$ cat config.mk
export PLATFORM = sky130hd
export DESIGN_NAME = otpc_top
export DESIGN_NICKNAME = d
export VERILOG_FILES = /design/src/hw/otpc_array.v /design/src/hw/otpc_top.v
export VERILOG_INCLUDE_DIRS = /design/src /design/src/hw
export SDC_FILE = /design/constraint.sdc
export NUM_CORES = 2
export LEC_CHECK = 0
export ABC_AREA = 0
export BUFFER_PORTS_ARGS = -buffer_cell sky130_fd_sc_hd__buf_4
export CAP_MARGIN = 20
export CORE_UTILIZATION = 60
export DETAILED_ROUTE_END_ITERATION = 10
export GPL_ROUTABILITY_DRIVEN = 0
export GPL_TIMING_DRIVEN = 0
export PLACE_DENSITY = 0.77
export SLEW_MARGIN = 20
export SYNTH_ARGS = -nofsm -noshare
export SYNTH_HDL_FRONTEND = slang
export SYNTH_SLANG_ARGS = --single-unit
$ cat constraint.sdc
create_clock -name clk -period 6 [get_ports clk]
set_input_delay 1.5 -clock clk [delete_from_list [all_inputs] [get_ports clk]]
set_output_delay 1.5 -clock clk [all_outputs]
set_load 0.005 [all_outputs]
$ cat src/hw/otpc_defines.vh
// Register map, field positions, reset values and timing for the OTP command block
`ifndef OTPC_DEFINES_VH
`define OTPC_DEFINES_VH
`define OTPC_ADDR_GATE 8'h51
`define OTPC_ADDR_TADDR 8'h52
`define OTPC_ADDR_DATA 8'h53
`define OTPC_ADDR_CMD 8'h54
`define OTPC_ADDR_RUNSTAT 8'h56
`define OTPC_ADDR_CTRLSTAT 8'h58
`define OTPC_GATE_BIT 0
`define OTPC_CMD_PROG_BIT 0
`define OTPC_CMD_FETCH_BIT 1
`define OTPC_CMD_SEAL_BIT 3
`define OTPC_ST_WR_OK_BIT 0
`define OTPC_ST_WR_DENIED_BIT 1
`define OTPC_ST_DONE_BIT 3
`define OTPC_ST_RDY_BIT 2
`define OTPC_ST_SEAL_OK_BIT 4
`define OTPC_ST_CSUM_OK_BIT 5
`define OTPC_RUN_USED_BIT 0
`define OTPC_RUN_SEALED_BIT 1
`define OTPC_RUN_VERIFIED_BIT 2
`define OTPC_RESET_BYTE 8'h00
`define OTPC_PROG_TIME_NS 1000
`define OTPC_CLK_PERIOD_NS 20
`define OTPC_PROG_CYCLES ((`OTPC_PROG_TIME_NS + `OTPC_CLK_PERIOD_NS - 1) / `OTPC_CLK_PERIOD_NS)
`define OTPC_FETCH_CYCLES 2
`define OTPC_REGION_LAST 8'h7f
`endif

$ cat src/hw/otpc_array.v
// One-time-programmable byte array model with bit-accumulating writes
`timescale 1ns/1ps
module otpc_array (
	input wire clk,
	input wire resetn,
	input wire prog_en,
	input wire [7:0] addr,
	input wire [7:0] wdata,
	output reg [7:0] rdata
);
	reg [7:0] mem [0:255];
	integer i;

	// Writes only take fuses from 0 to 1; reset clears the whole array
	always @(posedge clk or negedge resetn) begin
		if (!resetn) begin
			for (i = 0; i < 256; i = i + 1) begin
				mem[i] <= 8'h00;
			end
			rdata <= 8'h00;
		end else begin
			if (prog_en) begin
				mem[addr] <= mem[addr] | wdata;
			end
			rdata <= mem[addr];
		end
	end
endmodule

$ cat src/hw/otpc_top.v
// OTP command interface: holding registers, command sequencer, status
//
// Notes on behaviour
// - Commands accepted only while gate bit set
// - Address holding register selects memory location
// - Data register supplies write byte, receives read
// - Program request bit self-clears after programming
// - Fetch request bit self-clears when data ready
// - Seal request locks region, then self-clears
// - Request bits auto-clear; all reset zero
// - Control status reports write, seal, checksum outcomes
// - Run status reports used, sealed, verified
//
// Our own choice: the address-and-strobe port.
`timescale 1ns/1ps
`include "otpc_defines.vh"
module otpc_top (
	input wire clk,
	input wire resetn,
	input wire [7:0] reg_addr,
	input wire [7:0] reg_wdata,
	input wire reg_wr,
	input wire reg_rd,
	output reg [7:0] reg_rdata_q,
	output reg busy_q
);
	localparam S_IDLE = 2'd0;
	localparam S_PROG = 2'd1;
	localparam S_FETCH = 2'd2;
	localparam S_SEAL = 2'd3;
	localparam integer PROG_CYC = `OTPC_PROG_CYCLES;
	localparam integer FETCH_CYC = `OTPC_FETCH_CYCLES;
	localparam [7:0] PROG_CNT = PROG_CYC[7:0];
	localparam [7:0] FETCH_CNT = FETCH_CYC[7:0];

	reg [1:0] state_q;
	reg [7:0] cnt_q;
	reg gate_q;
	reg [7:0] taddr_q;
	reg [7:0] data_q;
	reg [7:0] cmd_q;
	reg wr_ok_q;
	reg wr_denied_q;
	reg seal_ok_q;
	reg csum_ok_q;
	reg done_q;
	reg region_used_q;
	reg region_sealed_q;
	reg region_verified_q;
	reg prog_en;
	wire [7:0] arr_rdata;
	wire in_region;
	wire [7:0] ctrlstat;
	wire [7:0] runstat;
	reg [7:0] rd_mux;
	wire idle;
	reg [1:0] state_d;
	reg [7:0] cnt_d;
	reg [7:0] cmd_d;
	wire cmd_wr;
	wire start;
	wire last_cnt;
	wire prog_blocked;
	wire fin;

	assign idle = (state_q == S_IDLE);
	assign in_region = (taddr_q <= `OTPC_REGION_LAST);

	otpc_array u_array (
		.clk(clk),
		.resetn(resetn),
		.prog_en(prog_en),
		.addr(taddr_q),
		.wdata(data_q),
		.rdata(arr_rdata)
	);

	// ----------------------------------------------------------------
	// Status assembly
	// ----------------------------------------------------------------
	assign ctrlstat = {2'b00, csum_ok_q, seal_ok_q, done_q, idle,
		wr_denied_q, wr_ok_q};
	assign runstat = {5'b00000, region_verified_q, region_sealed_q,
		region_used_q};

	always @* begin
		case (reg_addr)
		`OTPC_ADDR_GATE: rd_mux = {7'b0000000, gate_q};
		`OTPC_ADDR_TADDR: rd_mux = taddr_q;
		`OTPC_ADDR_DATA: rd_mux = data_q;
		`OTPC_ADDR_CMD: rd_mux = cmd_q;
		`OTPC_ADDR_RUNSTAT: rd_mux = runstat;
		`OTPC_ADDR_CTRLSTAT: rd_mux = ctrlstat;
		default: rd_mux = 8'h00;
		endcase
	end

	always @* begin
		prog_en = (state_q == S_PROG) && last_cnt && !prog_blocked;
	end

	// ----------------------------------------------------------------
	// Command decode
	// ----------------------------------------------------------------
	assign cmd_wr = reg_wr && (reg_addr == `OTPC_ADDR_CMD);
	assign start = cmd_wr && gate_q && idle;
	assign last_cnt = (cnt_q == 8'h01);
	assign prog_blocked = region_sealed_q && in_region;
	assign fin = (state_q == S_SEAL) ||
		((state_q == S_PROG || state_q == S_FETCH) && last_cnt);

	// ----------------------------------------------------------------
	// Sequencer next state
	// ----------------------------------------------------------------
	always @* begin
		state_d = state_q;
		cnt_d = cnt_q;
		cmd_d = cmd_q;
		case (state_q)
		S_IDLE: begin
			// Lowest request bit wins if several set
			if (start) begin
				if (reg_wdata[`OTPC_CMD_PROG_BIT]) begin
					state_d = S_PROG;
					cnt_d = PROG_CNT;
					cmd_d = 8'h01 << `OTPC_CMD_PROG_BIT;
				end else if (reg_wdata[`OTPC_CMD_FETCH_BIT]) begin
					state_d = S_FETCH;
					cnt_d = FETCH_CNT;
					cmd_d = 8'h01 << `OTPC_CMD_FETCH_BIT;
				end else if (reg_wdata[`OTPC_CMD_SEAL_BIT]) begin
					state_d = S_SEAL;
					cnt_d = 8'h01;
					cmd_d = 8'h01 << `OTPC_CMD_SEAL_BIT;
				end
			end
		end
		S_PROG, S_FETCH: begin
			cnt_d = cnt_q - 8'h01;
			if (last_cnt) begin
				state_d = S_IDLE;
				cmd_d = `OTPC_RESET_BYTE;
			end
		end
		S_SEAL: begin
			state_d = S_IDLE;
			cnt_d = 8'h00;
			cmd_d = `OTPC_RESET_BYTE;
		end
		default: begin
			state_d = S_IDLE;
			cnt_d = 8'h00;
			cmd_d = `OTPC_RESET_BYTE;
		end
		endcase
	end

	// ----------------------------------------------------------------
	// Sequencer registers
	// ----------------------------------------------------------------
	always @(posedge clk or negedge resetn) begin
		if (!resetn) begin
			state_q <= S_IDLE;
			cnt_q <= 8'h00;
			cmd_q <= `OTPC_RESET_BYTE;
		end else begin
			state_q <= state_d;
			cnt_q <= cnt_d;
			cmd_q <= cmd_d;
		end
	end

	// ----------------------------------------------------------------
	// Holding registers
	// ----------------------------------------------------------------
	always @(posedge clk or negedge resetn) begin
		if (!resetn) begin
			gate_q <= 1'b0;
			taddr_q <= `OTPC_RESET_BYTE;
			data_q <= `OTPC_RESET_BYTE;
		end else begin
			if (reg_wr && reg_addr == `OTPC_ADDR_GATE)
				gate_q <= reg_wdata[`OTPC_GATE_BIT];
			if (reg_wr && reg_addr == `OTPC_ADDR_TADDR)
				taddr_q <= reg_wdata;
			// Fetched byte takes priority over a software write
			if (state_q == S_FETCH && last_cnt)
				data_q <= arr_rdata;
			else if (reg_wr && reg_addr == `OTPC_ADDR_DATA)
				data_q <= reg_wdata;
		end
	end

	// ----------------------------------------------------------------
	// Outcome and run status flags
	// ----------------------------------------------------------------
	always @(posedge clk or negedge resetn) begin
		if (!resetn) begin
			wr_ok_q <= 1'b0;
			wr_denied_q <= 1'b0;
			seal_ok_q <= 1'b0;
			csum_ok_q <= 1'b0;
			done_q <= 1'b0;
			region_used_q <= 1'b0;
			region_sealed_q <= 1'b0;
			region_verified_q <= 1'b0;
		end else begin
			if (start)
				done_q <= 1'b0;
			else if (fin)
				done_q <= 1'b1;
			if (state_q == S_PROG && last_cnt) begin
				wr_ok_q <= !prog_blocked;
				wr_denied_q <= prog_blocked;
				if (!prog_blocked && in_region)
					region_used_q <= 1'b1;
			end
			if (state_q == S_SEAL) begin
				region_sealed_q <= 1'b1;
				seal_ok_q <= 1'b1;
				region_verified_q <= 1'b1;
				csum_ok_q <= 1'b1;
			end
		end
	end

	// ----------------------------------------------------------------
	// Read port and busy output
	// ----------------------------------------------------------------
	always @(posedge clk or negedge resetn) begin
		if (!resetn) begin
			reg_rdata_q <= `OTPC_RESET_BYTE;
			busy_q <= 1'b0;
		end else begin
			// Read data stands in the cycle after each read strobe; zero otherwise
			reg_rdata_q <= reg_rd ? rd_mux : 8'h00;
			busy_q <= !idle;
		end
	end
endmodule

## Word-level counts from Yosys, hierarchy flattened

Cells that the tools add are included.

- Eq/ne operators: 13
- Bitwise logic cells: 2
- $add $sub $neg: 1
- Reduce and logical (&&, ||, !) cells: 24
- Muxes and demuxes: 29
- Magnitude comparators: 3

Operators with widths:

| operator | count |
|---|---|
| 2048-bit bitwise mux | 1 |
| 8-bit two-way mux | 15 |
| 8-bit binary-select mux with 8-bit select | 1 |
| 8-bit demux with 8-bit select | 1 |
| 8-bit by 7-bit == test with 1-bit output, second input constant | 6 |
| 8-bit one-hot mux with 3 select lines | 2 |
| 8-bit one-hot mux with 6 select lines | 1 |
| 1-bit logical AND | 13 |
| 2-bit two-way mux | 5 |
| 9-bit >= comparator, second input constant | 1 |
| 9-bit by 1-bit less-than comparator with 1-bit output, second input constant | 1 |
| 8-bit inverter with 9-bit output | 1 |
| 8-bit by 1-bit == test with 1-bit output, second input constant | 1 |
| 8-bit by 7-bit less-or-equal comparator with 1-bit output, second input constant | 1 |
| 8-bit bitwise OR | 1 |
| 8-bit by 1-bit subtractor with 8-bit output, second input constant | 1 |
| 2-bit one-hot mux with 3 select lines | 1 |
| 2-bit == test, second input constant | 2 |
| 4-bit != test, second input constant | 1 |
| 2-bit AND reduction | 2 |
| 2-bit nonzero test | 2 |
| 3-bit AND reduction | 1 |
| 2-bit by 1-bit == test with 1-bit output, second input constant | 1 |
| 1-bit zero test | 2 |
| 6 further kinds | 8 |

- Logic and storage cells: 342
- Bits of input ports: 20
- Output and inout bits: 9
- Flip-flop bits (word level): 2,105

## Longest topological paths before layout

- Depth after elaboration: 6
- Mapped depth: 17
- Depth with buffers taken out: 9

## Hierarchy

A second synthesis with hierarchy kept.

- Cell total of the unflattened synthesis: 7,231
- Area total of the unflattened synthesis: 96,739.0 µm²

By module, submodules not included:

| module | instances | sequential area each (µm²) | area each (µm²) | cells each |
|---|---|---|---|---|
| otpc_array | 1 | 51,449.3 | 94,381.8 | 6,999 |
| otpc_top | 1 | 1,101.1 | 2,357.3 | 232 |

## Worst setup path after synthesis

Ideal clock, no wire load.

- Path type: register to register
- From: reg taddr_q[1]
- To: reg u_array.mem[1115] in the netlist's numbering
- Slack: 2.581 ns
- Path buffers: 6
- Stages on the path, launching flop included: 13
- Setup time: 0.125 ns
- Arrival: 3.294 ns
- Required time: 5.875 ns
- Clock period less this slack: 3.419 ns
- Cell sequence: dfrtp_1 > buf_2 > buf_2 > clkbuf_1 > clkbuf_1 > mux4_2 > a31o_1 > or4_1 > nor4_2 > o21bai_1 > buf_4 > buf_6 > mux2_2

- Cells in the longest elaborated chain, start to end: 6
- Elaborated cells between the ends (all ways): 15
- Those cells by class: order compare (3); mux (6); bitwise (2); reduce/logical (4)

RTL lines:

| what | RTL line | RTL |
|---|---|---|
| start: declaration | otpc_top.v:39 | `reg [7:0] taddr_q;` |
| start signal: assignment | otpc_top.v:179 | `` taddr_q <= `OTPC_RESET_BYTE; `` |
| start signal: assignment | otpc_top.v:185 | `taddr_q <= reg_wdata;` |
| 8-bit inverter with 9-bit output (not written as such) | otpc_array.v:23 | `mem[addr] <= mem[addr] \| wdata;` |
| 8-bit binary-select mux with 8-bit select, or another cell as far along | otpc_array.v:23 |  |
| 8-bit two-way mux (not written as such) or 1-bit logical AND (tied branches) | otpc_array.v:23 |  |
| 8-bit two-way mux (not written as such) | otpc_array.v:23 |  |
| 8-bit bitwise OR or 8-bit demux with 8-bit select (tied branches) | otpc_array.v:23 |  |
| 2048-bit bitwise mux | otpc_array.v:23 |  |
| end signal: indexed assignment | otpc_array.v:23 |  |
| end: declaration | otpc_array.v:11 | `reg [7:0] mem [0:255];` |

Parallel ways exist; a longest one is shown, timed or not. The select of a mux whose other input is x is not followed.
A chain may end at the register's enable or synchronous reset.

## Worst setup path in the final report

- From: reg taddr_q[2]
- To: reg u_array.mem[1883] in the netlist's numbering

Same word-level chain as after synthesis.

==> results.ini <==
[flow_run]
maxCapViolations = 0

[layout]
nNetsFinal = 8303
synthToLayoutAreaGrowth_pct = 11.3
layout_commonest_cell = dfrtp_1
drive_gt1_share_pct = 21.3
stdcell_area_sq_um = 104000
layout_common_cells = dfrtp_1 (2100), nand2_1 (1650), o21ai_0 (1311)

[drt]
drtAntennaViolNets = 0
wl_per_cell_um = 30.9
drt_iter0_drc = 11804
via_per_inst = 6.88
vias = 72154
drc = 2
wl_mm = 324
first_pass_iters = 11

[grt]
grt_start_max_net_pins = 159
grt_overflow = 0
grt.total_usage_pct = 41.3
grt_first_pass_wirelength_mm = 470
antenna_found_initial = 22
first_global_vias = 70454

[synthesis]
yosys_most_used_dff = dfrtp_1
netlist.area_leader.share_pct = 56.0
yosysWarnings = 0
yosys.cell_types.count = 57
synth_area_per_cell_sq_um = 11.7
synth_area_leaders = dfrtp_1 (56%), mux2_2 (9.5%), mux4_2 (8.7%)
ys_ff_latch = 2100
syn_inst = 8002
synth_top_cell_by_area = dfrtp_1
async_flop_share_pct = 100
synth-edff-count = 0
seq_area_frac_synth_pct = 56.0
netlist_area_sq_um = 93800
synth_nets = 8029

[status]
violations = DRC, setup timing
outcome = complete, but fails checks

[setup_path]
cp_max_fo = 10
cp-start-kind = register
endpoint_kind = register
worstPathArrival_ns = 7.11
critical_path_class = reg2reg
reg2reg_depth = 12
worstPathRequired_ns = 6.80

[timing]
finalWorstSetupSlack_ns = -0.318
fmax_mhz = 158
relSlewSlack_pct = 5.29
tightest_slew_ns = 1.42
finalHoldViolCount = 0
clock_skew_ns = 0.0314
fin_crit_sh_pct = 105
final_max_slew_viol_count = 0
setup_violations = 663
period_minus_slack_ns = 6.32

[placement]
dpl_cell_area_sq_um = 97400
place_hpwl_mm = 230
place_ws_ns = -0.591
numPortBuffers = 28

[pwr]
p_leak_uw = 0.0470
ir_worst_vdd_mv = 0.327
pwr_density_cell_nw_per_um2 = 305
power_uw = 31800

[die]
num_io_pins = 29
die_area_sq_um = 158000
die_height_um = 397
core_sq_um = 155000
placementRows = 144
start_util_pct = 60.7
die_w_um = 397

[clocking]
clock_path_buffers = 3
cts_buffers = 208
cts_tree = done
clkTransAtPathRegs_ns = 0.06
clkSinkCount = 2100
clock_latency_ns = 0.88
htreeDepth = 4
cts_root_buffer = clkbuf_16

[hold_path]
hold_path_depth = 2
hp-class = reg2reg

-- cell type report --
type / count / area, sq um
Sequential cell: 2100 / 52600
Fill cell: 10997 / 50200
Multi-Input combinational cell: 5261 / 38400
Clock buffer: 324 / 6230
Buffer: 629 / 3200
Tap cell: 2044 / 2560
Timing Repair Buffer: 67 / 855
Clock inverter: 46 / 594
Inverter: 9 / 33.8
Antenna cell: 8 / 20.0
-- cells in the mapped netlist, drive strengths merged, types with 5 or more instances --
cell / number
a221o: 6
nor3: 31
nand2b: 16
nor4b: 7
o21ai: 1316
nor4: 13
a22oi: 131
or3: 9
nand3: 221
clkbuf: 414
mux2: 792
mux4: 361
dfrtp: 2100
a21oi: 82
o21bai: 7
a221oi: 7
or4: 13
a31o: 8
a31oi: 5
nor2: 89
mux2i: 338
a41oi: 30
nor2b: 20
nand4: 16
and3: 9
nand2: 1650
buf: 218
o211ai: 10
inv: 9
and2: 7
o22ai: 13
ha: 7
a22o: 16
-- layer usage --
metal  global-route usage [%]  share of wire, %
met1                     53.5                36
met2                     57.1                41
met3                     18.6                16
met4                     24.5               7.3
met5                     1.27              0.19
-- state kept, by name, indices dropped and copies added (netlist names) --
register	cells
busy_q	1
cmd_q	3
cnt_q	8
data_q	8
done_q	1
gate_q	1
reg_rdata_q	8
region_used_q	1
region_verified_q	1
state_q	2
taddr_q	8
u_array.mem	2048
u_array.rdata	8
wr_denied_q	1
wr_ok_q	1
-- power by group --
part           switching, uW  total, uW  internal (uW)
clock network           5610      13200           7640
logic                   3170       4140            964
registers                137      14400          14300
total                   8920      31800          22900
-- critical path, cell delays in order, from the launching register on --
cell and delay (ns):
dfrtp_1 0.50, buf_2 0.28, nand2b_1 0.36, nor2_2 0.69, clkdlybuf4s15_1 0.96, clkbuf_1 0.67
a22oi_1 0.24, a41oi_1 0.68, nor4_4 0.18, o21bai_1 0.57, buf_2 0.43, buf_2 0.40
mux2_2 0.22
-- logic make-up (layout without fill, tap and decap cells) --
kind of cell    after synthesis  after routing  synth area share, %
flops                      2100           2100                 56.0
mux                        1491           1491                 21.8
fa+ha+maj                     7              7               0.0933
other cells                   0              8                    0
compound gates             1644           1644                 9.52
buf+inv                     641           1075                 3.34
simple gates               2119           2119                 9.28
-- worst paths after layout --
| path | start | to | slack, ns |
|---|---|---|---|
| setup / recovery | taddr_q[2]$_DFFE_PN0P_ | u_array.mem[1883]$_DFFE_PN0P_ | -0.32 |
| hold / removal | u_array.mem[643]$_DFFE_PN0P_ | u_array.mem[643]$_DFFE_PN0P_ | 0.48 |
| setup reg to reg | taddr_q[2]$_DFFE_PN0P_ | u_array.mem[1883]$_DFFE_PN0P_ | -0.32 |
| hold reg to reg | u_array.mem[643]$_DFFE_PN0P_ | u_array.mem[643]$_DFFE_PN0P_ | 0.48 |
| max in group asynchronous | resetn | u_array.mem[339]$_DFFE_PN0P_ | 2.19 |
| min in group asynchronous | resetn | u_array.mem[1201]$_DFFE_PN0P_ | 0.52 |
-- stage by stage --
stage	hold WS, ns	setup TNS [ns]	instances	util, %
floorplan	0.422	0	8002	-
global placement	0.456	-	10074	62.5
detailed placement	0.465	-299.77	10112	63.0
CTS	0.478	0	10481	67.5
global route	0.495	-0.164	10481	67.5
finish	0.476	-73.83	10488	67.6
-- timing repair --
item	4_1_cts	5_1_grt
buffers inserted	0	0
gates resized for setup	22	38
hold buffers	0	0
endpoints found under the setup margin	967	1018
Power figures use the tool's default switching activity.
